File: src/deser_out_pkg.sv
/*
  Shared constants and types of the deserializer output and strap control block:
  register offsets, field positions, strap pin positions, reset values and pixel counts.
  Assumes a 24-bit RGB bus packed as red [23:16], green [15:8], blue [7:0].
*/
// Functional notes
// - locked: lock output high, video outputs live
// - unlocked: lock low, outputs per sleep select
// - self-test pass high, low after payload error
// - vertical sync changes at most once/130 pixels
// - outputs launched against selected pixel clock edge
// - shared RGB pins inputs at power-up, then outputs
// - sample all straps once at power-up
// - mode 00/01 companion, filter off/on; 10/11 legacy
// - every strap setting overridable through config register
// - spread on: low band bit picks band
// - hold-low set: outputs low until released
// - hold-low clear: outputs toggle once locked
// - power-down: outputs per power-down and sleep select; cfg reset clears sleep select, so video outputs driven low
// - before power-up all outputs high impedance
// - slew selects default normal, one means increased
// - filter on: sync/enable pulses under 3 dropped
// - sync/enable at most two changes/130 pixels
// - edge select one rising, zero falling
// - power-down returns control registers to reset
package deser_out_pkg;

  localparam logic [7:0] ADDR_CFG    = 8'h00;
  localparam logic [7:0] ADDR_CTRL   = 8'h04;
  localparam logic [7:0] ADDR_STATUS = 8'h08;

  localparam int CTRL_UNHOLD_BIT  = 0;
  localparam int STAT_LOCK_BIT    = 0;
  localparam int STAT_PASS_BIT    = 1;
  localparam int STAT_BIST_BIT    = 2;
  localparam int STAT_POWERED_BIT = 3;
  localparam int STAT_RATE_LSB    = 4;

  // strap positions on the shared RGB pins
  localparam int PIN_MODE1     = 6;
  localparam int PIN_MODE0     = 7;
  localparam int PIN_EQ_LSB    = 12;
  localparam int PIN_OSC_LSB   = 8;
  localparam int PIN_MAP_LSB   = 16;
  localparam int PIN_SSC_LSB   = 19;
  localparam int PIN_LOW_BAND  = 4;
  localparam int PIN_DATA_SLEW = 3;
  localparam int PIN_PCLK_SLEW = 5;
  localparam int PIN_SLEEP_SEL = 2;
  localparam int PIN_EDGE_SEL  = 1;

  localparam logic [1:0] MODE_FILTER_OFF = 2'h0;
  localparam logic [1:0] MODE_FILTER_ON  = 2'h1;

  localparam logic [1:0] OUT_LIVE = 2'h0;
  localparam logic [1:0] OUT_LOW  = 2'h1;
  localparam logic [1:0] OUT_HIZ  = 2'h2;

  localparam int FILTER_MIN_PIX = 3;
  localparam int WINDOW_PIX     = 130;

  typedef struct packed {
    logic [3:0] spread_range;
    logic       strobe_edge_select;
    logic       sleep_output_state_select;
    logic       pixel_clock_slew_select;
    logic       data_slew_select;
    logic       hold_outputs_low;
    logic [1:0] map_select;
    logic       spread_low_band;
    logic [2:0] oscillator_select;
    logic [3:0] rx_equalization;
    logic [1:0] mode;
  } cfg_t;

  localparam cfg_t CFG_RESET = '0;
  localparam logic UNHOLD_RESET = 1'b0;

  typedef enum logic [1:0] {ST_UNPOWERED, ST_SAMPLE, ST_RUN, ST_DOWN} pstate_t;

endpackage

File: src/deser_output_strap_control.sv
/*
  Output-side control of a serial-video deserializer: strap sampling at power-up,
  working configuration with register override over APB, lock and self-test
  reporting, and the state of the parallel RGB, sync and pixel clock outputs.
  Assumes clock recovery delivers pixels with a one-cycle tick, at most every
  second clock, and that the pad ring resolves the output enables.
*/
`timescale 1ns/1ps
module deser_output_strap_control #(
  parameter int MIN_WIDTH = deser_out_pkg::FILTER_MIN_PIX,
  parameter int WINDOW    = deser_out_pkg::WINDOW_PIX
) (
  input  wire logic        CLK,
  input  wire logic        RST,
  input  wire logic        CE,
  input  wire logic        POWER_DOWN_N,
  input  wire logic        LOOP_LOCKED,
  input  wire logic        BIST_ENABLE,
  input  wire logic        RX_PIX_TICK,
  input  wire logic        RX_PAYLOAD_ERR,
  input  wire logic [23:0] RX_RGB,
  input  wire logic        RX_HSYNC,
  input  wire logic        RX_VSYNC,
  input  wire logic        RX_DE,
  input  wire logic [23:0] RGB_I,
  input  wire logic        PASS_I,
  input  wire logic        PSEL,
  input  wire logic        PENABLE,
  input  wire logic        PWRITE,
  input  wire logic [7:0]  PADDR,
  input  wire logic [31:0] PWDATA,
  output      logic [31:0] PRDATA,
  output      logic        PREADY,
  output      logic        PSLVERR,
  output      logic [23:0] RGB_O,
  output      logic        RGB_OE,
  output      logic        HSYNC_O,
  output      logic        VSYNC_O,
  output      logic        DE_O,
  output      logic        PIX_CLK_O,
  output      logic        CTRL_OE,
  output      logic        LOCK_O,
  output      logic        PASS_O,
  output      logic        PASS_OE,
  output      logic [1:0]  MODE_O,
  output      logic [3:0]  EQ_O,
  output      logic [2:0]  OSC_O,
  output      logic [1:0]  MAP_O,
  output      logic [3:0]  SSC_O,
  output      logic        SPREAD_LOW_O,
  output      logic        DATA_SLEW_O,
  output      logic        PCLK_SLEW_O
);

  typedef struct packed {
    deser_out_pkg::pstate_t st;
    deser_out_pkg::cfg_t    cfg;
    logic                   unhold;
    logic                   lock;
    logic                   pass;
    logic                   spread_low;
    logic [23:0]            rgb;
    logic                   hs;
    logic                   vs;
    logic                   de;
    logic                   pclk;
    logic                   rgb_oe;
    logic                   ctl_oe;
    logic                   pass_oe;
    logic                   pready;
    logic                   pslverr;
    logic [31:0]            prdata;
  } state_t;

  localparam state_t S_RESET = '{st: deser_out_pkg::ST_UNPOWERED, cfg: deser_out_pkg::CFG_RESET,
                                 unhold: deser_out_pkg::UNHOLD_RESET, pass: 1'b1, default: '0};

  state_t s_q;
  state_t s_d;

  logic       access;
  logic       wr_fire;
  logic       rate_clr;
  logic [1:0] out_sel;
  logic [2:0] ctrl_filt;
  logic [2:0] rate_err;

  // how the parallel outputs stand in the current state
  function automatic logic [1:0] out_mode(input state_t s);
    logic [1:0] m;
    m = deser_out_pkg::OUT_HIZ;
    case (s.st)
      deser_out_pkg::ST_UNPOWERED: m = deser_out_pkg::OUT_HIZ;
      deser_out_pkg::ST_SAMPLE:    m = deser_out_pkg::OUT_HIZ;
      deser_out_pkg::ST_DOWN: begin
        m = s.cfg.sleep_output_state_select ? deser_out_pkg::OUT_HIZ : deser_out_pkg::OUT_LOW;
      end
      deser_out_pkg::ST_RUN: begin
        if (s.cfg.hold_outputs_low && !s.unhold) begin
          m = deser_out_pkg::OUT_LOW;
        end else if (!s.lock) begin
          m = s.cfg.sleep_output_state_select ? deser_out_pkg::OUT_HIZ : deser_out_pkg::OUT_LOW;
        end else begin
          m = deser_out_pkg::OUT_LIVE;
        end
      end
      default: m = deser_out_pkg::OUT_HIZ;
    endcase
    return m;
  endfunction

  // straps on the shared pins into a working configuration
  function automatic deser_out_pkg::cfg_t strap_cfg(input logic [23:0] pins, input logic pass_pin);
    deser_out_pkg::cfg_t c;
    c                           = deser_out_pkg::CFG_RESET;
    c.mode                      = {pins[deser_out_pkg::PIN_MODE1], pins[deser_out_pkg::PIN_MODE0]};
    c.rx_equalization           = pins[deser_out_pkg::PIN_EQ_LSB +: 4];
    c.oscillator_select         = pins[deser_out_pkg::PIN_OSC_LSB +: 3];
    c.map_select                = pins[deser_out_pkg::PIN_MAP_LSB +: 2];
    c.spread_range              = pins[deser_out_pkg::PIN_SSC_LSB +: 4];
    c.spread_low_band           = pins[deser_out_pkg::PIN_LOW_BAND];
    c.data_slew_select          = pins[deser_out_pkg::PIN_DATA_SLEW];
    c.pixel_clock_slew_select   = pins[deser_out_pkg::PIN_PCLK_SLEW];
    c.sleep_output_state_select = pins[deser_out_pkg::PIN_SLEEP_SEL];
    c.strobe_edge_select        = pins[deser_out_pkg::PIN_EDGE_SEL];
    c.hold_outputs_low          = pass_pin;
    return c;
  endfunction

  assign access   = PSEL && PENABLE;
  assign wr_fire  = access && s_q.pready && PWRITE;
  assign rate_clr = wr_fire && (PADDR == deser_out_pkg::ADDR_STATUS);
  assign out_sel  = out_mode(s_q);

  ctrl_signal_guard #(
    .MIN_WIDTH (MIN_WIDTH),
    .WINDOW    (WINDOW)
  ) u_guard (
    .clk       (CLK),
    .rst       (RST),
    .ce        (CE),
    .tick      (RX_PIX_TICK),
    .filter_en (s_q.cfg.mode == deser_out_pkg::MODE_FILTER_ON),
    .ctrl_in   ({RX_VSYNC, RX_DE, RX_HSYNC}),
    .err_clr   (rate_clr),
    .ctrl_out  (ctrl_filt),
    .rate_err  (rate_err)
  );

  always_comb begin
    s_d = s_q;

    // apb: answer one cycle into the access phase
    s_d.pready  = access && !s_q.pready;
    s_d.pslverr = 1'b0;
    s_d.prdata  = 32'h0;
    if (access && !s_q.pready) begin
      case (PADDR)
        deser_out_pkg::ADDR_CFG: begin
          s_d.prdata = 32'(s_q.cfg);
        end
        deser_out_pkg::ADDR_CTRL: begin
          s_d.prdata[deser_out_pkg::CTRL_UNHOLD_BIT] = s_q.unhold;
        end
        deser_out_pkg::ADDR_STATUS: begin
          s_d.prdata[deser_out_pkg::STAT_LOCK_BIT]           = s_q.lock;
          s_d.prdata[deser_out_pkg::STAT_PASS_BIT]           = s_q.pass;
          s_d.prdata[deser_out_pkg::STAT_BIST_BIT]           = BIST_ENABLE;
          s_d.prdata[deser_out_pkg::STAT_POWERED_BIT]        = (s_q.st == deser_out_pkg::ST_RUN);
          s_d.prdata[deser_out_pkg::STAT_RATE_LSB +: 3]      = rate_err;
        end
        default: begin
          s_d.pslverr = 1'b1;
        end
      endcase
    end
    if (wr_fire && s_q.st == deser_out_pkg::ST_RUN) begin
      case (PADDR)
        deser_out_pkg::ADDR_CFG: begin
          s_d.cfg = PWDATA[$bits(deser_out_pkg::cfg_t)-1:0];
        end
        deser_out_pkg::ADDR_CTRL: begin
          s_d.unhold = PWDATA[deser_out_pkg::CTRL_UNHOLD_BIT];
        end
        default: begin
        end
      endcase
    end

    // power sequencing
    case (s_q.st)
      deser_out_pkg::ST_UNPOWERED: begin
        if (POWER_DOWN_N) begin
          s_d.st = deser_out_pkg::ST_SAMPLE;
        end
      end
      deser_out_pkg::ST_SAMPLE: begin
        s_d.cfg = strap_cfg(RGB_I, PASS_I);
        s_d.st  = deser_out_pkg::ST_RUN;
      end
      deser_out_pkg::ST_RUN: begin
        s_d.st = deser_out_pkg::ST_RUN;
      end
      deser_out_pkg::ST_DOWN: begin
        if (POWER_DOWN_N) begin
          s_d.st = deser_out_pkg::ST_SAMPLE;
        end
      end
      default: begin
        s_d.st = deser_out_pkg::ST_UNPOWERED;
      end
    endcase
    if (!POWER_DOWN_N && s_q.st != deser_out_pkg::ST_UNPOWERED) begin
      s_d.st     = deser_out_pkg::ST_DOWN;
      s_d.cfg    = deser_out_pkg::CFG_RESET;
      s_d.unhold = deser_out_pkg::UNHOLD_RESET;
    end

    s_d.lock       = (s_q.st == deser_out_pkg::ST_RUN) && LOOP_LOCKED;
    s_d.spread_low = (s_q.cfg.spread_range != 4'h0) && s_q.cfg.spread_low_band;

    // self-test: pass drops on any payload error while running and stays down until self-test is disabled
    if (!BIST_ENABLE) begin
      s_d.pass = 1'b1;
    end else if (RX_PAYLOAD_ERR && s_q.st == deser_out_pkg::ST_RUN) begin
      s_d.pass = 1'b0;
    end
    s_d.pass_oe = (s_q.st == deser_out_pkg::ST_RUN) || (s_q.st == deser_out_pkg::ST_DOWN);

    // parallel outputs
    case (out_sel)
      deser_out_pkg::OUT_LIVE: begin
        s_d.rgb_oe = 1'b1;
        s_d.ctl_oe = 1'b1;
        if (RX_PIX_TICK) begin
          s_d.rgb  = RX_RGB;
          s_d.hs   = ctrl_filt[0];
          s_d.de   = ctrl_filt[1];
          s_d.vs   = ctrl_filt[2];
          s_d.pclk = !s_q.cfg.strobe_edge_select;
        end else begin
          s_d.pclk = s_q.cfg.strobe_edge_select;
        end
      end
      deser_out_pkg::OUT_LOW: begin
        s_d.rgb_oe = 1'b1;
        s_d.ctl_oe = 1'b1;
        s_d.rgb    = 24'h0;
        s_d.hs     = 1'b0;
        s_d.vs     = 1'b0;
        s_d.de     = 1'b0;
        s_d.pclk   = 1'b0;
      end
      default: begin
        s_d.rgb_oe = 1'b0;
        s_d.ctl_oe = 1'b0;
        s_d.rgb    = 24'h0;
        s_d.hs     = 1'b0;
        s_d.vs     = 1'b0;
        s_d.de     = 1'b0;
        s_d.pclk   = 1'b0;
      end
    endcase
    // straps are read next edge: release the shared pins first
    if (s_d.st == deser_out_pkg::ST_SAMPLE) begin
      s_d.rgb_oe  = 1'b0;
      s_d.ctl_oe  = 1'b0;
      s_d.pass_oe = 1'b0;
    end
  end

  always_ff @(posedge CLK or posedge RST) begin
    if (RST) begin
      s_q <= S_RESET;
    end else if (CE) begin
      s_q <= s_d;
    end
  end

  assign PRDATA       = s_q.prdata;
  assign PREADY       = s_q.pready;
  assign PSLVERR      = s_q.pslverr;
  assign RGB_O        = s_q.rgb;
  assign RGB_OE       = s_q.rgb_oe;
  assign HSYNC_O      = s_q.hs;
  assign VSYNC_O      = s_q.vs;
  assign DE_O         = s_q.de;
  assign PIX_CLK_O    = s_q.pclk;
  assign CTRL_OE      = s_q.ctl_oe;
  assign LOCK_O       = s_q.lock;
  assign PASS_O       = s_q.pass;
  assign PASS_OE      = s_q.pass_oe;
  assign MODE_O       = s_q.cfg.mode;
  assign EQ_O         = s_q.cfg.rx_equalization;
  assign OSC_O        = s_q.cfg.oscillator_select;
  assign MAP_O        = s_q.cfg.map_select;
  assign SSC_O        = s_q.cfg.spread_range;
  assign SPREAD_LOW_O = s_q.spread_low;
  assign DATA_SLEW_O  = s_q.cfg.data_slew_select;
  assign PCLK_SLEW_O  = s_q.cfg.pixel_clock_slew_select;
endmodule

File: src/ctrl_signal_guard.sv
/*
  Control-signal guard: minimum-width filter for horizontal sync and data enable,
  and transition-rate monitors for all three control signals (0 hs, 1 de, 2 vs).
  Assumes one pixel tick per recovered pixel, synchronous to the system clock.
*/
`timescale 1ns/1ps
module ctrl_signal_guard #(
  parameter int MIN_WIDTH = deser_out_pkg::FILTER_MIN_PIX,
  parameter int WINDOW    = deser_out_pkg::WINDOW_PIX
) (
  input  wire logic       clk,
  input  wire logic       rst,
  input  wire logic       ce,
  input  wire logic       tick,
  input  wire logic       filter_en,
  input  wire logic [2:0] ctrl_in,
  input  wire logic       err_clr,
  output      logic [2:0] ctrl_out,
  output      logic [2:0] rate_err
);
  localparam logic [7:0] LIMIT   = 8'(WINDOW - 1);
  localparam logic [7:0] AGE_MAX = 8'hff;
  localparam logic [1:0] CNT_TOP = 2'(MIN_WIDTH - 1);

  typedef struct packed {
    logic [2:0]      filt;
    logic [1:0][1:0] cnt;
    logic [2:0][7:0] age1;
    logic [2:0][7:0] age2;
    logic [2:0]      last;
    logic [2:0]      err;
  } gstate_t;

  localparam gstate_t G_RESET = '{filt: 3'h0, cnt: '0, age1: {3{AGE_MAX}}, age2: {3{AGE_MAX}},
                                  last: 3'h0, err: 3'h0};

  gstate_t s_q;
  gstate_t s_d;

  always_comb begin
    s_d = s_q;
    if (err_clr) begin
      s_d.err = 3'h0;
    end
    if (tick) begin
      for (int i = 0; i < 3; i++) begin
        if (ctrl_in[i] != s_q.last[i]) begin
          if ((i == 2) ? (s_q.age1[i] < LIMIT) : (s_q.age2[i] < LIMIT)) begin
            s_d.err[i] = 1'b1;
          end
          s_d.age2[i] = (s_q.age1[i] == AGE_MAX) ? AGE_MAX : s_q.age1[i] + 8'h01;
          s_d.age1[i] = 8'h00;
        end else begin
          s_d.age1[i] = (s_q.age1[i] == AGE_MAX) ? AGE_MAX : s_q.age1[i] + 8'h01;
          s_d.age2[i] = (s_q.age2[i] == AGE_MAX) ? AGE_MAX : s_q.age2[i] + 8'h01;
        end
        s_d.last[i] = ctrl_in[i];
      end
      for (int i = 0; i < 2; i++) begin
        if (ctrl_in[i] == s_q.filt[i]) begin
          s_d.cnt[i] = 2'h0;
        end else if (s_q.cnt[i] == CNT_TOP) begin
          s_d.filt[i] = ctrl_in[i];
          s_d.cnt[i]  = 2'h0;
        end else begin
          s_d.cnt[i] = s_q.cnt[i] + 2'h1;
        end
      end
      s_d.filt[2] = ctrl_in[2];
    end
  end

  always_ff @(posedge clk or posedge rst) begin
    if (rst) begin
      s_q <= G_RESET;
    end else if (ce) begin
      s_q <= s_d;
    end
  end

  // filter off: no minimum width, signals pass straight
  assign ctrl_out = filter_en ? {ctrl_in[2], s_q.filt[1:0]} : ctrl_in;
  assign rate_err = s_q.err;
endmodule

File: config.mk
export PLATFORM = sky130hd
export DESIGN_NAME = deser_output_strap_control
export DESIGN_NICKNAME = d
export VERILOG_FILES = /design/src/deser_out_pkg.sv /design/src/deser_output_strap_control.sv /design/src/ctrl_signal_guard.sv
export SDC_FILE = /design/constraint.sdc
export NUM_CORES = 1
export LEC_CHECK = 0
export ABC_AREA = 1
export BUFFER_PORTS_ARGS = -buffer_cell sky130_fd_sc_hd__buf_2
export CAP_MARGIN = 10
export CELL_PAD_IN_SITES_DETAIL_PLACEMENT = 0
export CELL_PAD_IN_SITES_GLOBAL_PLACEMENT = 1
export CORE_ASPECT_RATIO = 0.9
export CORE_MARGIN = 4
export CORE_UTILIZATION = 30
export CTS_BUF_LIST = sky130_fd_sc_hd__clkbuf_8
export DETAILED_ROUTE_END_ITERATION = 8
export GPL_ROUTABILITY_DRIVEN = 0
export GPL_TIMING_DRIVEN = 0
export PLACE_DENSITY_LB_ADDON = 0.1
export SYNTH_ARGS = -nofsm -noshare
export SYNTH_HDL_FRONTEND = slang
export SYNTH_SLANG_ARGS = --single-unit
File: constraint.sdc
create_clock -name CLK -period 5.7 [get_ports CLK]
set_input_delay 1.71 -clock CLK [delete_from_list [all_inputs] [get_ports CLK]]
set_output_delay 1.71 -clock CLK [all_outputs]
set_load 0.05 [all_outputs]
==> impl_results.md, run 1 <==
- Area contributors post-synth: dfrtp_1, nand2_1, dfstp_2, nand3_1, buf_4
- First-pass GRT wire length: ~35000 µm
- Top-count cell post-synth: nand2_1
- HP Class: register to register
- Fin. Hold Viols: 0
- Clock Skew: 0.0191 ns
- CP Launch Type: register
- Setup CP Type: register to output pin
- WL/cell: approximately 15 µm
- Post-route setup slack: 2.73 ns
- DIE WIDTH: 174 µm
- Setup crit end kind: output pin
- Postcts setup bufs: 0
- Power Internal: 2.17 mW
- Vias per cell: 4.45
- Req. time, crit path: 3.99 ns
- Worst VDD drop: 0.173 mV
- Sequential Power Share: 35.2%
- Final hold slack: 0.482 ns
- Grt peak-use layer: met1
- Initial Utilization: 30.6%
- Combinational power share: 39.8%
- Area delta synth->final: 23.5%
- Ys async rst share: 100%
- Antenna diodes: 0
- Die H: 158 µm
- Crit path time final: 2.97 ns
- Row count: 54
- Dominant synthesized flop cell: dfrtp_1
- Synth top cells by count: nand2_1, nand3_1, dfrtp_1
- Cell taking the most area after synthesis: dfrtp_1
- GR Layer Usage met2: 24.2%
- CP Buf/Inv Count: 1
- Status: finished, final reports clean
- Grt ovf: 0
- Final WL: 22100 µm
- Fin. max-slew vios: 0
- CTS root buf: clkbuf_8
- PD cells: 412 nW/µm²
- Family with the most delay on the worst path: flip-flops
- Htree depth: 4
- Crit-path slowest cell: dfstp_2
- Switching power: between 1.5 and 2 mW
- 1st-iter DRT viols: 341
- Core ar.: 24400 µm²
- Crit-path cells: buf_2
- I/O Buffers: 160
- CTS buffer count: 17
- Final core utilization: between 30% and 40%
- Sequential area share after synthesis: 44.9%
- Worst-path clk slew: ~0.08 ns
- M3 GR Usage: 2.98%
- Number of synthesized register bits: 132
- Ys Warns: 0
- Setup TNS: 0 ns
- CTS tree: yes
- Largest stage delay, worst path: about 0.54 ns
- Clk_lat worst skew: between 0.4 and 0.5 ns
- Residual DRC: 0
- Dpl ws: between 2 and 3 ns
- Final HPWL DP: 16700 µm
- Top cell type's share of synthesized area: 30.5%
- Total power: 3.80 mW
- Clock share of power: 24.9%
- Routed via count: 6721
- Initial antenna violation count: 0
- Yosys cell types: 36
- RSZ-0062 raised after global routing: no
- Clk sinks: 132
- Worst Tran Pin Value: 0.666 ns
- Leakage: between 4 and 5 nW
- Switching share of power: 42.8%
- Final setup viols: 0
- Largest net degree at the start of global routing: 68
- Relative slew slack: a little under three fifths
- CTS resizes: 0
- Vias in the first global route: 6470
- Mapped Area: 7470 µm²
- Post-synth EDFFs: 0
- Synth Instances: around 1000
- Final Cycle Share: 52.2%
- Fmax: roughly 340 MHz
- Area of the die: 27500 µm²
- Share of cells above drive strength 1: just under 30%
- GR met1 Demand/Resource: 24.3%
- Router iterations before antenna repair: 5
- Post-route ant nets: 0
- Critical Path AT: 1.26 ns
- Hold_buf cts: 0
- Syn_area_per_cell: 7.69 µm²
- CP Max Fanout: 3
- Nets@finish: between 1000 and 1500
- I/O Pins: 188
- # Max-Cap Violations: 0
- GRT Total Usage: between 15 and 20%
- CTS Buffer Depth: 2
## sequential cells by signal, summed over array words and instances (netlist names), 2 cells and up
signal,flops
u_guard.rate_err,3
s_q,7
OSC_O,3
MODE_O,2
PRDATA,21
SSC_O,4
MAP_O,2
RGB_O,24
u_guard.s_q,49
EQ_O,4
## placed cells by master (no fill, tap or decap), types with 4 or more instances in the layout
cell	Yosys	final
nand2_1	323	323
buf_2	7	167
nand3_1	126	126
dfrtp_1	91	91
inv_1	84	84
buf_4	73	73
o21ai_0	65	65
dfstp_2	41	41
nor2_1	35	35
a21oi_1	25	25
clkbuf_8	1	18
clkbuf_1	15	15
ha_1	13	13
nand4_1	12	12
o211ai_1	11	11
conb_1	1	11
buf_6	7	7
xor2_1	5	5
inv_6	0	5
bufinv_16	0	5
inv_2	4	4
## cell families after synthesis
family | Yosys count | synth area share (%)
other | 1 | 0.0502
AND/OR/NAND/NOR | 515 | 29.4
flip-flops | 132 | 44.9
buffers and inverters | 193 | 14.4
adder cells (fa/ha/maj) | 13 | 2.18
AO/OA/AOI/OAI | 113 | 8.52
XOR/XNOR | 5 | 0.586
## layer usage
layer  routed length [µm]  share of wire (%)  up-vias
met3                  891                4.0       10
met2                 9480                 43      141
met1                11600                 52     3131
met4                  155               0.70        0
met5                    0                  0        -
li1                     -                  -     3439
## area by class of cell
cell class                 instances  area, µm²
clock inverter                    15        229
multi-input combinational        657       3080
sequential                       132       3350
clock buffer                      17        234
fill                            2663      15200
tap                              336        420
timing repair buffer             161        828
inverter                          88        335
buffer                           105        743
## path summary, 6_finish.rpt
path | depth (start not counted) | slack (ns) | startpoint | endpoint
min | 2 | 0.48 | PASS_OE | PASS_OE
min reg2reg | 2 | 0.48 | PASS_OE | PASS_OE
max in group asynchronous | 3 | 3.50 | RST | u_guard.s_q[32]
min in group asynchronous | 2 | 1.35 | RST | PRDATA[11]
max reg2reg | 7 | 3.67 | s_q[90] | EQ_O[3]
max | 1 | 2.73 | PASS_O | PASS_O
## metrics by stage
stage	cell area, µm²	std cells
3_5_place_dp	8760	1479
3_3_place_gp	8730	1478
5_1_grt	9230	1511
6_report	9230	1511
2_1_floorplan	7510	982
4_1_cts	9230	1511
## power by group through the flow
stage | Sequential (mW) | Clock (mW) | Combinational, mW
floorplan | 1.42 | 0 | 1.07
global placement | 1.35 | 0 | 1.53
detailed placement | 1.36 | 0 | 1.53
CTS | 1.34 | 0.973 | 1.53
global route | 1.37 | 1.02 | 1.66
finish | 1.34 | 0.947 | 1.51
Power figures use the tool's default switching activity.
==> run 2: changes to the inputs <==
- clock period: 5.7 -> 2.7 ns (I/O delays scaled with it)
==> impl_results.md, run 2 (synthesis results as in run 1) <==
- Clock share of power: 23.8% (-1.1 points)
- CTS tree: yes
- CP Buf/Inv Count: 1 (unchanged)
- Worst Tran Pin Value: 0.873 ns (+0.207 ns)
- Nets@finish: 1280 (+0.16%)
- Fin. max-slew vios: 0 (unchanged)
- Dpl ws: 0.379 ns (-2.12 ns)
- Die H: 158 µm (unchanged)
- Vias in the first global route: 6430 (-0.62%)
- Setup crit end kind: output pin
- Area delta synth->final: 23.6% (about the same)
- Worst-path clk slew: 0.08 ns (about the same)
- Most frequent cells in the layout: nand2_1, buf_2, nand3_1
- CTS root buf: clkbuf_8
- Sequential Power Share: 35.9% (+0.7 points)
- Combinational power share: 40.3% (+0.5 points)
- I/O Buffers: 160 (unchanged)
- Postcts setup bufs: 0 (unchanged)
- RSZ-0062 raised after global routing: no
- Largest reg by FF count: u_guard.s_q
- Initial antenna violation count: 0 (unchanged)
- Router iterations before antenna repair: 5 (unchanged)
- Largest register FFs: 49 (unchanged)
- Antenna diodes: 0 (unchanged)
- Placed Area: 8800 µm² (+0.36%)
- GRT Total Usage: 16.0% (-0.19 points)
- R2R Setup Slk: 0.75 ns (-2.92 ns)
- Routed via count: 6723 (+0.030%)
- DIE WIDTH: 174 µm (unchanged)
- Initial Utilization: 30.6% (unchanged)
- Largest stage delay, worst path: 0.55 ns (about the same)
- CP Launch Type: register
- Most common cell after layout, fill and taps aside: nand2_1
- CTS resizes: 0 (unchanged)
- Post-route ant nets: 0 (unchanged)
- HP Class: register to register
- Core ar.: 24400 µm² (unchanged)
- Switching power: 3.40 mW (+110%)
- Row count: 54 (unchanged)
- Crit path time final: 2.10 ns
- Vias per cell: 4.44 (-0.10%)
- First-pass GRT wire length: 34800 µm (-0.84%)
- Switching share of power: 43.0% (+0.25 points)
- Leakage: 4.90 nW (about the same)
- Final WL: 21900 µm (-1.1%)
- CP endpoint: PASS_O
- Share of cells above drive strength 1: 29.5% (+0.12 points)
- Fmax: 477 MHz
- R2R cell count: 10 (+3)
- Final core utilization: 37.9% (about the same)
- Req. time, crit path: 1.89 ns (-2.10 ns)
- Worst VDD drop: 0.301 mV (+74%)
- Power Internal: 4.50 mW (+110%)
- WL/cell: 14.5 µm (-1.2%)
- Clock Skew: 0.0146 ns (-0.00444 ns)
- R2r endpoint: RGB_O[1]
- CP Max Fanout: 3 (unchanged)
- RR Startpoint: s_q[90]
- Largest net degree at the start of global routing: 37 (-46%)
- CP startpoint: PASS_O
- Crit-path cells: buf_2
- Clk_lat worst skew: 0.45 ns (about the same)
- CTS Buffer Depth: 2 (unchanged)
- Clk sinks: 132 (unchanged)
- Final setup viols: 0 (unchanged)
- Critical Path AT: 1.29 ns (+0.03 ns)
- Hold_buf cts: 0 (unchanged)
- FILL cells: 2650 (-0.49%)
- Family with the most delay on the worst path: flip-flops
- Crit-path slowest cell: dfstp_2
- Final HPWL DP: 16800 µm (+0.31%)
- Grt ovf: 0 (unchanged)
- Residual DRC: 0 (unchanged)
- Post-route setup slack: 0.604 ns (-2.12 ns)
- Final Cycle Share: ~78%
- 1st-iter DRT viols: 393 (+15%)
- I/O Pins: 188 (unchanged)
- Htree depth: 4 (unchanged)
- Status: finished, final reports clean
- Levels on crit path: 1 (unchanged)
- Fin. Hold Viols: 0 (unchanged)
- Final instance area: 9240 µm² (about the same)
- CTS buffer count: 17 (unchanged)
- Relative slew slack: 41.7% (-14 points)
- # Max-Cap Violations: 0 (unchanged)
- Area of the die: 27500 µm² (unchanged)
- PD cells: 855 nW/µm² (+110%)
- Setup CP Type: register to output pin
-- run 2: changes by cell type in the layout (fill, tap and decap cells not counted) --
cell       previous run  this run
clkinv_4              2         3
inv_6                 5         4
buf_16                1         0
buf_12                0         3
clkinv_2              0         1
bufinv_16             5         4
-- run 2: power groups by stage --
stage                     Combinational, mW  Clock (mW)  Sequential [mW]
after floorplan                        2.27           0             2.99
after global placement                 3.20           0             2.86
after detailed placement               3.22           0             2.87
after CTS                              3.23        1.96             2.83
after global routing                   3.50        2.02             2.91
final                                  3.19        1.88             2.83
-- run 2: area by class of cell --
| cell class | instances | area, µm² | share of cell area (%) |
|---|---|---|---|
| plain buffers | 105 | 743 | 8.05 |
| clock buffers | 17 | 234 | 2.53 |
| clock inverters | 15 | 205 | 2.22 |
| inverters | 88 | 334 | 3.62 |
| multi-input cells | 657 | 3080 | 33.4 |
| flip-flops and latches | 132 | 3350 | 36.3 |
| well taps | 336 | 420 | 4.55 |
| repair buffers | 163 | 861 | 9.32 |
-- run 2: worst min-delay path by stage --
| stage | cells after the start | slack (ns) | endpoint | from |
|---|---|---|---|---|
| finish | 2 | 0.48 | PASS_OE | PASS_OE |
| global placement | 2 | 0.46 | SPREAD_LOW_O | SPREAD_LOW_O |
| global route | 2 | 0.50 | PRDATA[13] | PRDATA[13] |
| detailed placement | 2 | 0.46 | SPREAD_LOW_O | SPREAD_LOW_O |
| floorplan | 2 | 0.45 | PRDATA[0] | PRDATA[0] |
| CTS | 2 | 0.49 | PASS_OE | PASS_OE |
-- run 2: layer usage --
| metal | part of all wire, % | up-vias | global-route usage [%] |
|---|---|---|---|
| met3 | 5.0 | 9 | 3.34 |
| met2 | 42 | 160 | 23.2 |
| met5 | 0 | - | 0 |
| met1 | 52 | 3111 | 24.7 |
| li1 | - | 3443 | - |
| met4 | 0.56 | 0 | 2.83 |
-- run 2: worst reg2reg max path, delay by kind of cell (launching register included) --
kind	cells	cell delay, ns
AOI/OAI and AO/OA	1	0.14
adders and majority gates	1	0.34
buffers and inverters	2	0.31
DFF	1	0.43
and+or+nand+nor	6	0.66
-- run 2: stage by stage --
stage | hold slack, ns | std cells | TNS [ns] | power [mW]
after floorplan | 0.450 | 982 | 0 | 5.26
after global placement | 0.461 | 1478 | -82.12 | 6.07
after detailed placement | 0.464 | 1481 | 0 | 6.09
after CTS | 0.486 | 1513 | 0 | 8.02
after global routing | 0.504 | 1513 | 0 | 8.43
final | 0.483 | 1513 | 0 | 7.90
==> run 3: changes to the inputs <==
- clock period: 2.7 -> 2 ns (I/O delays scaled with it)
==> impl_results.md, run 3 (synthesis results as in run 1) <==
- CP Buf/Inv Count: 1 (unchanged)
- I/O Pins: 188 (unchanged)
- Largest net degree at the start of global routing: 37 (unchanged)
- Worst-path clk slew: 0.08 ns (about the same)
- Worst Tran Pin Value: 0.869 ns (-0.00414 ns)
- Final setup viols: 0 (unchanged)
- Setup TNS: 0 ns (unchanged)
- Clk sinks: 132 (unchanged)
- Largest stage delay, worst path: 0.55 ns (about the same)
- Most frequent cells in the layout: nand2_1, buf_2, nand3_1
- Family with the most delay on the worst path: flip-flops
- Area of the die: 27500 µm² (unchanged)
- Placed Area: 8800 µm² (unchanged)
- Crit-path cells: buf_2
- Leakage: 4.94 nW (+0.71%)
- CTS Buffer Depth: 2 (unchanged)
- CTS tree: yes
- Residual DRC: 0 (unchanged)
- Total power: 10.8 mW (+36%)
- Antenna diodes: 0 (unchanged)
- Final WL: 22000 µm (+0.65%)
- Fin. Hold Viols: 0 (unchanged)
- HP Class: input port to asynchronous set/reset pin
- DIE WIDTH: 174 µm (unchanged)
- Final instance area: 9300 µm² (+0.70%)
- RSZ-0062 raised after global routing: no
- CTS root buf: clkbuf_8
- Worst VDD drop: 0.407 mV (+35%)
- Initial Utilization: 30.6% (unchanged)
- Fin. max-slew vios: 0 (unchanged)
- Area delta synth->final: 24.4%
- Fmax: 531 MHz
- Post-route ant nets: 0 (unchanged)
- WL/cell: 14.5 µm (+0.19%)
- Nets@finish: 1287 (+0.55%)
- Share of cells above drive strength 1: 30.3% (+0.84 points)
- 1st-iter DRT viols: 399 (+1.5%)
- Core ar.: 24400 µm² (unchanged)
- Final hold slack: 0.322 ns (-0.162 ns)
- Grt ovf: 0 (unchanged)
- Htree depth: 4 (unchanged)
- Vias per cell: 4.45 (+0.22%)
- Levels on crit path: 1 (unchanged)
- # Max-Cap Violations: 0 (unchanged)
- Row count: 54 (unchanged)
- Initial antenna violation count: 0 (unchanged)
- Hold_buf cts: 0 (unchanged)
- CP Launch Type: register
- Largest reg by FF count: u_guard.s_q
- R2R cell count: 11 (+1)
- Router iterations before antenna repair: 5 (unchanged)
- FILL cells: 2643 (-0.26%)
- Largest register FFs: 49 (unchanged)
- CTS buffer count: 17 (unchanged)
- Critical Path AT: 1.28 ns (about the same)
- Final Cycle Share: between 90% and 100%
- Final HPWL DP: 16800 µm (unchanged)
- Crit-path slowest cell: dfstp_2
- Setup crit end kind: output pin
- PD cells: 1160 nW/µm² (+35%)
- Crit path time final: 1.88 ns
- CP Max Fanout: 3 (unchanged)
- I/O Buffers: 160 (unchanged)
- Req. time, crit path: 1.40 ns (-0.49 ns)
- Most common cell after layout, fill and taps aside: nand2_1
- Setup CP Type: register to output pin
- Routed via count: 6769 (+0.68%)
- Clk_lat worst skew: 0.45 ns (about the same)
- First-pass GRT wire length: 34800 µm (unchanged)
- Clock Skew: 0.0134 ns (-0.00128 ns)
- GRT Total Usage: 16.0% (unchanged)
- Relative slew slack: 41.9% (+0.28 points)
- Die H: 158 µm (unchanged)
- Status: finished, final reports clean
- Final core utilization: 38.1% (+0.27 points)
- Vias in the first global route: 6430 (unchanged)
==> run 3: cell types whose count changed in the layout (fill, tap and decap cells not counted) <==
cell and delta:
buf_4 +6, buf_6 +1, clkbuf_1 -1, clkbuf_2 +1, ha_1 -2, ha_2 +2
inv_1 -1, inv_2 +1, nor2_1 -1, nor2_2 +1
==> run 3: metrics by stage <==
step                setup slack [ns]  cells
floorplan                     -0.204    982
global placement               -1.33   1478
detailed placement            -0.111   1481
CTS                           0.0355   1513
global route                  0.0128   1520
finish                         0.117   1520
==> run 3: final timing paths <==
kind	slack, ns	from	end
worst max-delay path	0.12	PASS_O	PASS_O
worst min-delay path	0.32	RST	RGB_O[0]
worst max register to register	0.18	s_q[90]	RGB_O[1]
worst min register to register	0.48	PASS_OE	PASS_OE
max in group asynchronous	0.94	RST	u_guard.s_q[50]
min in group CLK	0.34	BIST_ENABLE	PASS_O
==> run 3: layout make-up <==
cell class,instances,area [µm²],area share (%)
clock inverters,15,205,2.21
well taps,336,420,4.52
flip-flops and latches,132,3350,36.1
clock buffers,17,234,2.52
plain buffers,105,748,8.05
repair buffers,170,913,9.82
inverters,88,334,3.59
multi-input cells,657,3090,33.2
==> run 3: power by group <==
part,internal [mW],switching [mW]
clock network,1.37,1.17
registers,3.34,0.483
logic,1.43,2.96
total,6.15,4.61
==> run 3: routing by layer <==
layer	global-route usage, %	part of all wire [%]	wire, µm	vias to the layer above
met1	24.7	53	11700	3139
li1	-	-	-	3453
met3	3.34	4.3	941	11
met4	2.83	0.59	129	0
met5	0	0	0	-
met2	23.2	42	9250	166
==> run 3: repair_timing <==
action	4_1_cts	5_1_grt
endpoints found under the hold margin	0	0
endpoints found under the setup margin	0	41
gates resized for setup	0	7
buffers inserted	0	7
